File: config.mk
export PLATFORM = sky130hd
export DESIGN_NAME = ebimux_top
export DESIGN_NICKNAME = d
export VERILOG_FILES = /design/src/verilog/ebimux_pkg.sv /design/src/verilog/ebimux_top.sv
export SDC_FILE = /design/constraint.sdc
export NUM_CORES = 1
export LEC_CHECK = 0
export BUFFER_PORTS_ARGS = -buffer_cell sky130_fd_sc_hd__buf_2
export CAP_MARGIN = 40
export CORE_ASPECT_RATIO = 1.5
export CORE_MARGIN = 3
export CORE_UTILIZATION = 45
export CTS_CLUSTER_SIZE = 12
export DETAILED_ROUTE_END_ITERATION = 6
export HOLD_SLACK_MARGIN = 0.02
export PLACE_DENSITY = 0.86
export SLEW_MARGIN = 20
export SYNTH_ARGS = -nofsm -noshare
export SYNTH_HDL_FRONTEND = slang
export SYNTH_SLANG_ARGS = --single-unit
File: constraint.sdc
create_clock -name clk -period 1.9 [get_ports clk]
set_clock_uncertainty 0.05 [all_clocks]
set_input_delay 0.19 -clock clk [delete_from_list [all_inputs] [get_ports clk]]
set_output_delay 0.19 -clock clk [all_outputs]
set_load 0.005 [all_outputs]
File: src/verilog/ebimux_pkg.sv
package ebimux_pkg;

  // ----------------------------------------------------------------
  // Widths
  // ----------------------------------------------------------------
  localparam int unsigned EBIMUX_NUM_CS     = 8;
  localparam int unsigned EBIMUX_ADDR_W     = 26;
  localparam int unsigned EBIMUX_DATA_W     = 32;
  localparam int unsigned EBIMUX_PAGE_BYTES = 32;

  // ----------------------------------------------------------------
  // Address windows (system address, top nibble)
  // ----------------------------------------------------------------
  localparam logic [31:0] EBIMUX_NAND_BASE = 32'h4000_0000;
  localparam logic [31:0] EBIMUX_NAND_LAST = 32'h4fff_ffff;
  localparam logic [31:0] EBIMUX_CS67_BASE = 32'h7000_0000;
  localparam logic [31:0] EBIMUX_CS67_LAST = 32'h8fff_ffff;

  // ----------------------------------------------------------------
  // Chip select indices
  // ----------------------------------------------------------------
  localparam int unsigned EBIMUX_CS_NAND  = 3;
  localparam int unsigned EBIMUX_CS_CARD0 = 4;
  localparam int unsigned EBIMUX_CS_CARD1 = 5;
  localparam int unsigned EBIMUX_CS_SIX   = 6;
  localparam int unsigned EBIMUX_CS_SEVEN = 7;

  // ----------------------------------------------------------------
  // Card mode field: address bits 23..21
  // ----------------------------------------------------------------
  localparam int unsigned EBIMUX_MODE_LSB = 21;
  localparam logic [2:0]  EBIMUX_MODE_ATTR    = 3'h0;
  localparam logic [2:0]  EBIMUX_MODE_COMMON  = 3'h2;
  localparam logic [2:0]  EBIMUX_MODE_IO      = 3'h4;
  localparam logic [2:0]  EBIMUX_MODE_IDE     = 3'h6;
  localparam logic [2:0]  EBIMUX_MODE_ALT_IDE = 3'h7;

  // Decoded card mode, one-hot
  typedef enum logic [4:0] {
    EBIMUX_CM_ATTR    = 5'h01,
    EBIMUX_CM_COMMON  = 5'h02,
    EBIMUX_CM_IO      = 5'h04,
    EBIMUX_CM_IDE     = 5'h08,
    EBIMUX_CM_OTHER   = 5'h10
  } ebimux_cmode_e;

  // ----------------------------------------------------------------
  // Carriers
  // ----------------------------------------------------------------
  // Raw strobes from the static memory controller (all active low)
  typedef struct packed {
    logic [7:0]  chip_select_n;
    logic        read_strobe_n;
    logic        write_enable_n;
    logic        byte1_write_n;
    logic        byte3_write_n;
    logic [25:0] addr;
    logic        rnw;
  } ebimux_smc_s;

  // Shared and dedicated pins toward the outside
  typedef struct packed {
    logic [7:0] cs_pin_n;
    logic       rd_pin_n;
    logic       we_pin_n;
    logic       b1_pin_n;
    logic       b3_pin_n;
    logic       a25_pin;
  } ebimux_pins_s;

  // Region enables (chip-select assignment)
  typedef struct packed {
    logic card_region4_enable;
    logic card_region5_enable;
    logic nand_region_enable;
  } ebimux_cfg_s;

endpackage

File: src/verilog/ebimux_top.sv
`timescale 1ns/10ps
`default_nettype none

module ebimux_top
  import ebimux_pkg::*;
#(
  parameter int unsigned ADDR_W = ebimux_pkg::EBIMUX_ADDR_W,
  parameter int unsigned DATA_W = ebimux_pkg::EBIMUX_DATA_W
) (
  input  wire logic                   clk,
  input  wire logic                   rst,
  input  wire ebimux_pkg::ebimux_cfg_s cfg,
  input  wire logic                   access_req,
  input  wire logic [31:0]            access_addr,
  input  wire logic                   access_rnw,
  input  wire logic                   slow_clock_mode,
  input  wire logic [3:0]             access_bytes,
  input  wire logic                   wait_request_n,
  output logic                        access_done,
  output logic                        access_busy,
  output ebimux_pkg::ebimux_pins_s    pins,
  output logic [ADDR_W-1:0]           addr_pin,
  output logic                        nand_window_hit,
  output logic                        cs67_conflict
);
  import ebimux_pkg::*;

  // ----------------------------------------------------------------
  // Timing constants
  // ----------------------------------------------------------------
  localparam logic [3:0] SETUP_CYC      = 4'h1;
  localparam logic [3:0] PULSE_CYC      = 4'h2;
  localparam logic [3:0] HOLD_CYC       = 4'h1;
  localparam logic [3:0] SLOW_PULSE_CYC = 4'h8;
  localparam logic [4:0] PAGE_LAST      = 5'h1f;

  // ----------------------------------------------------------------
  // Helper functions
  // ----------------------------------------------------------------
  // Chip select index from the top nibble of the system address
  function automatic logic [2:0] cs_index(input logic [31:0] a);
    logic [3:0] n;
    n = a[31:28];
    cs_index = 3'(n - 4'h1);
  endfunction

  // Card mode from address bits 23..21
  function automatic ebimux_cmode_e card_mode(input logic [25:0] a);
    logic [2:0] f;
    f = a[EBIMUX_MODE_LSB+2:EBIMUX_MODE_LSB];
    unique case (f)
      EBIMUX_MODE_ATTR:    card_mode = EBIMUX_CM_ATTR;
      EBIMUX_MODE_COMMON:  card_mode = EBIMUX_CM_COMMON;
      EBIMUX_MODE_IO:      card_mode = EBIMUX_CM_IO;
      EBIMUX_MODE_IDE,
      EBIMUX_MODE_ALT_IDE: card_mode = EBIMUX_CM_IDE;
      default:             card_mode = EBIMUX_CM_OTHER;
    endcase
  endfunction

  // ----------------------------------------------------------------
  // Access sequencer states
  // ----------------------------------------------------------------
  typedef enum logic [3:0] {
    ST_IDLE  = 4'h1,
    ST_SETUP = 4'h2,
    ST_PULSE = 4'h4,
    ST_HOLD  = 4'h8
  } ebimux_state_e;

  ebimux_state_e state_ff;
  logic [3:0]    cnt_ff;
  logic [31:0]   addr_ff;
  logic          rnw_ff;
  logic [3:0]    bytes_ff;
  logic [4:0]    page_ff;
  logic          slow_ff;
  logic [2:0]    csi;
  logic          nand_hit;
  ebimux_smc_s   static_mem_ctrl;
  ebimux_cmode_e cmode;
  logic          card_acc;
  logic          card_io;
  logic [3:0]    pulse_len;

  assign csi       = cs_index(addr_ff);
  assign pulse_len = slow_ff ? SLOW_PULSE_CYC : PULSE_CYC;

  // ----------------------------------------------------------------
  // Sequencer: setup, pulse (stretched by wait), hold
  // ----------------------------------------------------------------
  always_ff @(posedge clk) begin
    if (rst) begin
      state_ff <= ST_IDLE;
      cnt_ff   <= 4'h0;
    end else begin
      unique case (state_ff)
        ST_IDLE: begin
          if (access_req) begin
            state_ff <= ST_SETUP;
            cnt_ff   <= SETUP_CYC;
          end
        end
        ST_SETUP: begin
          if (cnt_ff <= 4'h1) begin
            state_ff <= ST_PULSE;
            cnt_ff   <= pulse_len;
          end else begin
            cnt_ff <= cnt_ff - 4'h1;
          end
        end
        ST_PULSE: begin
          if (!wait_request_n) begin
            cnt_ff <= cnt_ff;
          end else if (cnt_ff <= 4'h1) begin
            state_ff <= ST_HOLD;
            cnt_ff   <= HOLD_CYC;
          end else begin
            cnt_ff <= cnt_ff - 4'h1;
          end
        end
        ST_HOLD: begin
          if (cnt_ff <= 4'h1) begin
            state_ff <= ST_IDLE;
          end else begin
            cnt_ff <= cnt_ff - 4'h1;
          end
        end
      endcase
    end
  end

  // Address, direction and byte lanes latched for the whole access
  always_ff @(posedge clk) begin
    if (rst) begin
      addr_ff  <= 32'h0;
      rnw_ff   <= 1'b1;
      bytes_ff <= 4'h0;
      slow_ff  <= 1'b0;
    end else if (state_ff == ST_IDLE && access_req) begin
      addr_ff  <= access_addr;
      rnw_ff   <= access_rnw;
      bytes_ff <= access_bytes;
      slow_ff  <= slow_clock_mode;
    end
  end

  // Page counter: burst reads within one 32-byte page
  always_ff @(posedge clk) begin
    if (rst) begin
      page_ff <= 5'h0;
    end else if (state_ff == ST_IDLE && access_req) begin
      if (access_rnw && access_addr[31:5] == addr_ff[31:5] && page_ff != PAGE_LAST) begin
        page_ff <= page_ff + 5'h1;
      end else begin
        page_ff <= 5'h0;
      end
    end
  end

  assign access_busy = (state_ff != ST_IDLE);
  assign access_done = (state_ff == ST_HOLD) && (cnt_ff <= 4'h1);

  // ----------------------------------------------------------------
  // Raw controller strobes
  // ----------------------------------------------------------------
  always_comb begin
    static_mem_ctrl                = '1;
    static_mem_ctrl.addr           = addr_ff[25:0];
    static_mem_ctrl.rnw            = rnw_ff;
    if (state_ff != ST_IDLE) begin
      static_mem_ctrl.chip_select_n[csi] = 1'b0;
    end
    if (state_ff == ST_PULSE) begin
      static_mem_ctrl.read_strobe_n  = !rnw_ff ? 1'b1 : 1'b0;
      static_mem_ctrl.write_enable_n = rnw_ff;
      static_mem_ctrl.byte1_write_n  = rnw_ff | !bytes_ff[1];
      static_mem_ctrl.byte3_write_n  = rnw_ff | !bytes_ff[3];
    end
  end

  // ----------------------------------------------------------------
  // Window decode
  // ----------------------------------------------------------------
  assign nand_hit = (addr_ff >= EBIMUX_NAND_BASE) && (addr_ff <= EBIMUX_NAND_LAST)
                    && access_busy;
  assign nand_window_hit = nand_hit && cfg.nand_region_enable;
  assign cs67_conflict   = cfg.nand_region_enable && access_busy &&
                           (addr_ff >= EBIMUX_CS67_BASE) && (addr_ff <= EBIMUX_CS67_LAST);

  assign cmode    = card_mode(static_mem_ctrl.addr);
  assign card_acc = (cfg.card_region4_enable && !static_mem_ctrl.chip_select_n[EBIMUX_CS_CARD0]) ||
                    (cfg.card_region5_enable && !static_mem_ctrl.chip_select_n[EBIMUX_CS_CARD1]);
  assign card_io  = (cmode == EBIMUX_CM_IO) || (cmode == EBIMUX_CM_IDE);

  // ----------------------------------------------------------------
  // Pin multiplexer, purely combinational
  // ----------------------------------------------------------------
  always_comb begin
    pins          = '1;
    pins.cs_pin_n = static_mem_ctrl.chip_select_n;
    // Card selects follow their chip select edge for edge
    pins.cs_pin_n[EBIMUX_CS_CARD0] = static_mem_ctrl.chip_select_n[EBIMUX_CS_CARD0];
    pins.cs_pin_n[EBIMUX_CS_CARD1] = static_mem_ctrl.chip_select_n[EBIMUX_CS_CARD1];
    // NAND strobes take the chip select 6 and 7 pins
    if (cfg.nand_region_enable) begin
      pins.cs_pin_n[EBIMUX_CS_SIX]   = !(nand_hit && !static_mem_ctrl.chip_select_n[EBIMUX_CS_NAND])
                                       | static_mem_ctrl.read_strobe_n;
      pins.cs_pin_n[EBIMUX_CS_SEVEN] = !(nand_hit && !static_mem_ctrl.chip_select_n[EBIMUX_CS_NAND])
                                       | static_mem_ctrl.write_enable_n;
    end
    if (card_acc) begin
      // Output/write enable for memory modes, I/O pair for I/O and IDE
      pins.rd_pin_n = card_io ? (cmode == EBIMUX_CM_IDE ? 1'b0 : 1'b1)
                              : static_mem_ctrl.read_strobe_n;
      pins.we_pin_n = card_io ? 1'b1 : static_mem_ctrl.write_enable_n;
      pins.b1_pin_n = card_io ? static_mem_ctrl.read_strobe_n : 1'b1;
      pins.b3_pin_n = card_io ? static_mem_ctrl.write_enable_n : 1'b1;
      pins.a25_pin  = static_mem_ctrl.rnw;
    end else begin
      pins.rd_pin_n = static_mem_ctrl.read_strobe_n;
      pins.we_pin_n = static_mem_ctrl.write_enable_n;
      pins.b1_pin_n = static_mem_ctrl.byte1_write_n;
      pins.b3_pin_n = static_mem_ctrl.byte3_write_n;
      pins.a25_pin  = static_mem_ctrl.addr[25];
    end
  end

  // Address bus pins, 26 bits wide
  assign addr_pin = ADDR_W'(static_mem_ctrl.addr);

endmodule

`default_nettype wire
==> summary.md, run 1 <==
| Metric | Value |
|---|---|
| Failing checks | `setup timing` |
| Worst-case reg-to-reg path depth | `7` |
| Clock tree sinks | `44` |
| Initial antenna violation count | `0` |
| CTS clk-pin slew, worst paths | `0.08 ns` |
| H-Tree Depth | `2` |
| Grt total ovfl | `0` |
| Status | `finished with violations` |
| FMAX | `0.505 GHz` |
| Number of port buffers | `85` |
| Vert. Die Dim | `95.2 um` |
| Data arrival, critical path | `between 1.5 and 2 ns` |
| Pre-CTS setup slack | `0.0379 ns` |
| DRT antenna net count | `0` |
| Num CTS Buffers | `5` |
| Layout Cells excl Fill | `451` |
| Die area | `6230 sq um` |
| Post-layout util | `about three fifths` |
| Avg WL per Cell | `14.6 um` |
| PwrDens | `about 760 nW/um^2` |
| CTS tree | `built` |
| Number of distinct library cells after synthesis | `45` |
| Post-placement cell count | `~440` |
| # nets final | `434` |
| Vias in the first global route | `2169` |
| Worst-Margin Slew | `0.507 ns` |
| # diodes | `0` |
| Pins Over Slew Limit | `0` |
| GR Util All Layers | `21.3%` |
| Final Hold Fails | `0` |
| Syn avg cell area | `7.57 sq um` |
| Layout cells sized above 1 | `between 30% and 40%` |
| Via Count | `2377` |
| Die Span X | `65.5 um` |
| Tcrit/Tclk final | `104%` |
| Ys flop type | `dfxtp_1` |
| Final worst slack | `-0.0783 ns` |
| Pre-Repair DR Iteration Count | `4` |
| DP Area | `approximately 2700 sq um` |
| Max transition margin | `65.9%` |
| Final setup violation count | `7` |
| # hold bufs at CTS | `0` |
| Setup CP Type | `flip-flop to primary output` |
| Final instance area | `3070 sq um` |
| Max-cap check violation count | `0` |
| Row count | `31` |
| Post-synth EDFFs | `0` |
| Peak supply drop | `512 uV` |
| RSZ-0062 raised after global routing | `yes` |
| Fraction of registers with async set/reset | `0%` |
| Final WL | `~6600 um` |
| Largest net degree at the start of global routing | `36` |
| Initial Util | `approximately half` |
| Gp weighted congestion | `roughly 0.81` |
| Synth Instances | `~320` |
| Seq cells post-synth | `44` |
| Crit path launch type | `flip-flop` |
| Mapped Area | `2390 sq um` |
| Crit path capture type | `primary output` |
| Detailed-route DRC error count | `0` |
| Clk_lat worst skew | `0.30 ns` |
| Req. time, crit path | `~1.7 ns` |
| Clk buf depth | `2` |
| Post-layout min period | `1.98 ns` |
| Core Region | `slightly below 5000 sq um` |
| Top Ports | `between 80 and 90` |
| Sequential share of the synthesized area | `36.9%` |
| CTS root buf | `clkbuf_8` |
| Total power | `2.33 mW` |
| Synth warnings | `0` |
| WHS | `0.0354 ns` |
| Crit-path max FO | `3` |
| Layout area overhead | `28.5%` |
| Hold Path Cell Cnt | `2` |
| Post-Syn Nets | `between 300 and 400` |
| Setup_tns | `-0.328 ns` |
| DP HPWL | `between 4000 and 5000 um` |
| Leak | `1.28 nW` |
| Initial DRC Count | `176` |
| Vias per inst | `5.27` |
| Min-delay worst type | `input port to flip-flop` |
| First-pass GRT wire length | `10300 um` |
[synth_stat cells (2+ instances only)]
master | number | share of area, %
nor2_1 | 17 | 2.7
nor2b_1 | 4 | 1.0
o21ai_0 | 9 | 1.9
mux2_2 | 2 | 0.94
nor3b_1 | 5 | 1.6
ha_1 | 5 | 2.6
buf_2 | 6 | 1.3
nand2_1 | 81 | 13
inv_1 | 7 | 1.1
mux2i_1 | 2 | 0.84
nor4_1 | 4 | 1.0
o21ai_1 | 3 | 0.63
nand4_1 | 8 | 2.1
dfxtp_1 | 44 | 37
nor3_1 | 3 | 0.63
nand3_1 | 4 | 0.84
a21oi_1 | 43 | 9.0
nand3b_1 | 3 | 0.94
buf_4 | 27 | 8.5
xnor2_1 | 2 | 0.73
clkbuf_1 | 10 | 1.6
xor2_1 | 3 | 1.1
[sequential cells by signal (all words and copies together) (netlist names)]
signal	cells
bytes_ff	2
state_ff	4
slow_ff	1
cnt_ff	4
rnw_ff	1
addr_ff	32
[critical path, stage by stage (launching register included)]
cell     delay (ns)
dfxtp_2        0.35
buf_6          0.12
nor4b_4        0.29
nor2b_4        0.23
a31oi_1        0.10
nor2b_1        0.14
o21ai_1        0.07
buf_2          0.14
[cells by family after synthesis]
| logic type | Yosys count | synth area share [%] |
|---|---|---|
| simple gates | 140 | 29.1 |
| xor+xnor | 5 | 1.84 |
| buf+inv | 53 | 13.2 |
| compound gates | 64 | 14.5 |
| flops | 44 | 36.9 |
| fa+ha+maj | 5 | 2.62 |
| mux | 4 | 1.78 |
[worst paths after layout]
path                     from  slack [ns]           to
hold reg to reg   addr_ff[26]        0.41  addr_ff[26]
setup reg to reg    cnt_ff[1]        0.09    cnt_ff[3]
hold / removal            rst        0.04  state_ff[2]
setup / recovery  state_ff[3]       -0.08     pins[12]
[layout by cell type, fill, tap and decap left out, types with 6 or more instances in the layout]
cell type,count
dfxtp_1,36
a21oi_1,42
nand2_1,81
nor2_1,14
buf_4,19
buf_2,84
clkbuf_8,7
nand4_1,8
o21ai_0,6
[power breakdown]
part / internal [mW] / total, mW / switching [mW] / leakage [nW]
clock: 0.464 / 0.785 / 0.321 / 0.0645
combinational: 0.231 / 0.499 / 0.268 / 0.855
sequential: 0.981 / 1.04 / 0.0626 / 0.363
[routing by layer]
layer | up-vias | GRT usage [%] | part of all wire [%]
li1 | 1175 | - | -
met1 | 1117 | 23.5 | 39
met2 | 77 | 40.0 | 55
met3 | 8 | 4.36 | 4.6
met4 | 0 | 6.92 | 1.4
met5 | - | 0 | 0
[layout make-up]
type                       count  area, sq um
multi-input combinational    218         1320
inverter                       8         35.0
clock inverter                 1         30.0
sequential                    44          898
clock buffer                   7         96.3
fill                         452         1900
timing repair buffer         107          608
tap                           66         82.6
[timing repair]
action / 4_1_cts / 5_1_grt
buffers inserted: 6 / 1
setup endpoints to repair: 12 / 13
gates resized for setup: 33 / 11
pin swaps: 13 / 6
(Power assumes the default switching activity.)
==> inputs of run 2 (changes only) <==
--- a/config.mk
+++ b/config.mk
@@ -7,13 +7,14 @@
 export LEC_CHECK = 0
 export BUFFER_PORTS_ARGS = -buffer_cell sky130_fd_sc_hd__buf_2
 export CAP_MARGIN = 40
-export CORE_ASPECT_RATIO = 1.5
+export CORE_ASPECT_RATIO = 1.1
 export CORE_MARGIN = 3
 export CORE_UTILIZATION = 45
 export CTS_CLUSTER_SIZE = 12
 export DETAILED_ROUTE_END_ITERATION = 6
 export HOLD_SLACK_MARGIN = 0.02
 export PLACE_DENSITY = 0.86
+export SKIP_LAST_GASP = 1
 export SLEW_MARGIN = 20
 export SYNTH_ARGS = -nofsm -noshare
 export SYNTH_HDL_FRONTEND = slang
==> run 2 against run 1 <==
  * The run still ends with setup timing left
  * Sequential share of layout area increased by 0.24 points
  * Wire length shrank 1.9%
  * Combinational power rose by 0.8%
  * Critical endpoint is now pins[11]
  * Clock power down 14%
  * Via count grew 1.4%
  * Core utilization decreased by 1.4 points
  * Non-clock buffer count unchanged
  * Setup slack worse by 0.022 ns
  * Critical path depth is the same
  * Largest power group unchanged
==> summary.md, run 2 (synthesis gave the netlist of run 1 again) <==
| Metric | Value |
|---|---|
| Vias per inst | `5.47 (was 5.27)` |
| Post-layout min period | `2.00 ns (was 1.98 ns)` |
| Initial DRC Count | `132 (was 176)` |
| Leak | `1.29 nW (was 1.28 nW)` |
| WHS | `0.0642 ns (was 0.0354 ns)` |
| RSZ-0062 raised after global routing | `yes (unchanged)` |
| Req. time, crit path | `1.66 ns (about the same)` |
| Crit-path max FO | `5 (was 3)` |
| Crit path capture type | `primary output (unchanged)` |
| Largest regs | `addr_ff x32, cnt_ff x4, state_ff x4 (unchanged)` |
| Final instance area | `3060 sq um (was 3070 sq um)` |
| Most frequent cells in the layout | `buf_2, nand2_1, a21oi_1, dfxtp_1, buf_4 (unchanged)` |
| Num CTS Buffers | `5 (unchanged)` |
| Status | `finished with violations (unchanged)` |
| Layout area overhead | `28.2% (was 28.5%)` |
| Max transition margin | `69.3% (was 65.9%)` |
| # hold bufs at CTS | `0 (unchanged)` |
| Vert. Die Dim | `82.4 um (was 95.2 um)` |
| Clk_lat worst skew | `0.28 ns (was 0.30 ns)` |
| CTS tree | `built (unchanged)` |
| Top Ports | `88 (unchanged)` |
| Max-cap check violation count | `0 (unchanged)` |
| Area of the multi-input gates | `1330 sq um (was 1320 sq um)` |
| Pre-Repair DR Iteration Count | `4 (unchanged)` |
| Number of port buffers | `85 (unchanged)` |
| Min-delay worst type | `input port to flip-flop (unchanged)` |
| Total power | `2.22 mW (was 2.33 mW)` |
| Die Span X | `75.4 um (was 65.5 um)` |
| CTS clk-pin slew, worst paths | `0.08 ns (about the same)` |
| Peak supply drop | `434 uV (was 512 uV)` |
| Most common cell after layout, fill and taps aside | `buf_2 (unchanged)` |
| Sequential cell area | `903 sq um (was 898 sq um)` |
| Die area | `6210 sq um (was 6230 sq um)` |
| Row count | `27 (was 31)` |
| Crit path launch type | `flip-flop (unchanged)` |
| Pins Over Slew Limit | `0 (unchanged)` |
| Failing checks | `setup timing (unchanged)` |
| Final WL | `6460 um (was 6580 um)` |
| Avg WL per Cell | `14.6 um (about the same)` |
| # diodes | `0 (unchanged)` |
| Grt total ovfl | `0 (unchanged)` |
| # nets final | `434 (unchanged)` |
| Core Region | `5070 sq um (was 4960 sq um)` |
| Largest net degree at the start of global routing | `37 (was 36)` |
| Initial antenna violation count | `0 (unchanged)` |
| DP Area | `2720 sq um (was 2730 sq um)` |
| Worst-Margin Slew | `0.455 ns (was 0.507 ns)` |
| Via Count | `2411 (was 2377)` |
| PwrDens | `726 nW/um^2 (was 759 nW/um^2)` |
| DRT antenna net count | `0 (unchanged)` |
| Layout cells sized above 1 | `38.6% (was 38.2%)` |
| Tcrit/Tclk final | `105% (was 104%)` |
| Vias in the first global route | `2294 (was 2169)` |
| Final worst slack | `-0.100 ns (was -0.0783 ns)` |
| Final setup violation count | `7 (unchanged)` |
| Fill count | `457 (was 452)` |
| Gp weighted congestion | `0.886 (was 0.813)` |
| H-Tree Depth | `2 (unchanged)` |
| Clk buf depth | `2 (unchanged)` |
| FMAX | `0.500 GHz (was 0.505 GHz)` |
| Largest register FFs | `32 (unchanged)` |
| Biggest register | `addr_ff (unchanged)` |
| First-pass GRT wire length | `10600 um (was 10300 um)` |
| Data arrival, critical path | `1.76 ns (was 1.74 ns)` |
| CTS root buf | `clkbuf_8 (unchanged)` |
| DP HPWL | `4470 um (was 4600 um)` |
| GR Util All Layers | `21.4% (was 21.3%)` |
| Final Hold Fails | `0 (unchanged)` |
| Detailed-route DRC error count | `0 (unchanged)` |
| Initial Util | `47.1% (was 48.1%)` |
| R2R setup slack | `0.04 ns (was 0.09 ns)` |
| Clock tree sinks | `44 (unchanged)` |
| Setup CP Type | `flip-flop to primary output (unchanged)` |
-- run 2: timing repair --
action / in CTS / in global routing
gates resized for setup: 28 / 19
pin swaps: 16 / 8
endpoints found under the setup margin: 12 / 15
setup buffers: 5 / 4
-- run 2: per-stage QoR --
step	util (%)	setup TNS [ns]	worst slack [ns]	std cells
2_1_floorplan	-	0	0.0784	315
3_3_place_gp	53.6	0	0.0983	426
3_5_place_dp	53.6	0	0.0555	426
4_1_cts	58.4	-0.162	-0.0515	437
5_1_grt	60.3	-0.972	-0.148	441
6_report	60.3	-0.352	-0.100	441
-- run 2: cell type report --
class	instances	share of cell area [%]
Multi-Input combinational cell	218	43.3
Sequential cell	44	29.5
Clock buffer	5	2.25
Tap cell	58	2.37
Inverter	8	1.15
Timing Repair Buffer	107	20.4
Clock inverter	1	0.982
-- run 2: routing by layer --
metal / wire length (um) / track usage (%) / up-vias
li1: - / - / 1172
met1: 2610 / 26.4 / 1136
met2: 3290 / 36.7 / 91
met3: 481 / 5.57 / 12
met4: 75 / 5.94 / 0
met5: 0 / 0 / -
-- run 2: final timing paths --
path / end / startpoint / cells after the start
worst max-delay path: pins[11] / addr_ff[28] / 7
worst min-delay path: rnw_ff / access_rnw / 3
worst max register to register: cnt_ff[0] / state_ff[2] / 6
worst min register to register: bytes_ff[1] / bytes_ff[1] / 2
-- run 2: critical path, cell delays in order (launching register included) --
cell	delay [ns]
dfxtp_2	0.38
inv_4	0.06
ha_4	0.17
buf_4	0.16
xnor2_2	0.16
nor4_1	0.33
a21oi_1	0.08
buf_2	0.14
-- run 2: power breakdown --
part / switching (mW) / total (mW) / internal, mW / leakage, nW
registers: 0.0653 / 1.05 / 0.980 / 0.364
logic: 0.267 / 0.503 / 0.237 / 0.877
clock network: 0.294 / 0.672 / 0.378 / 0.0501
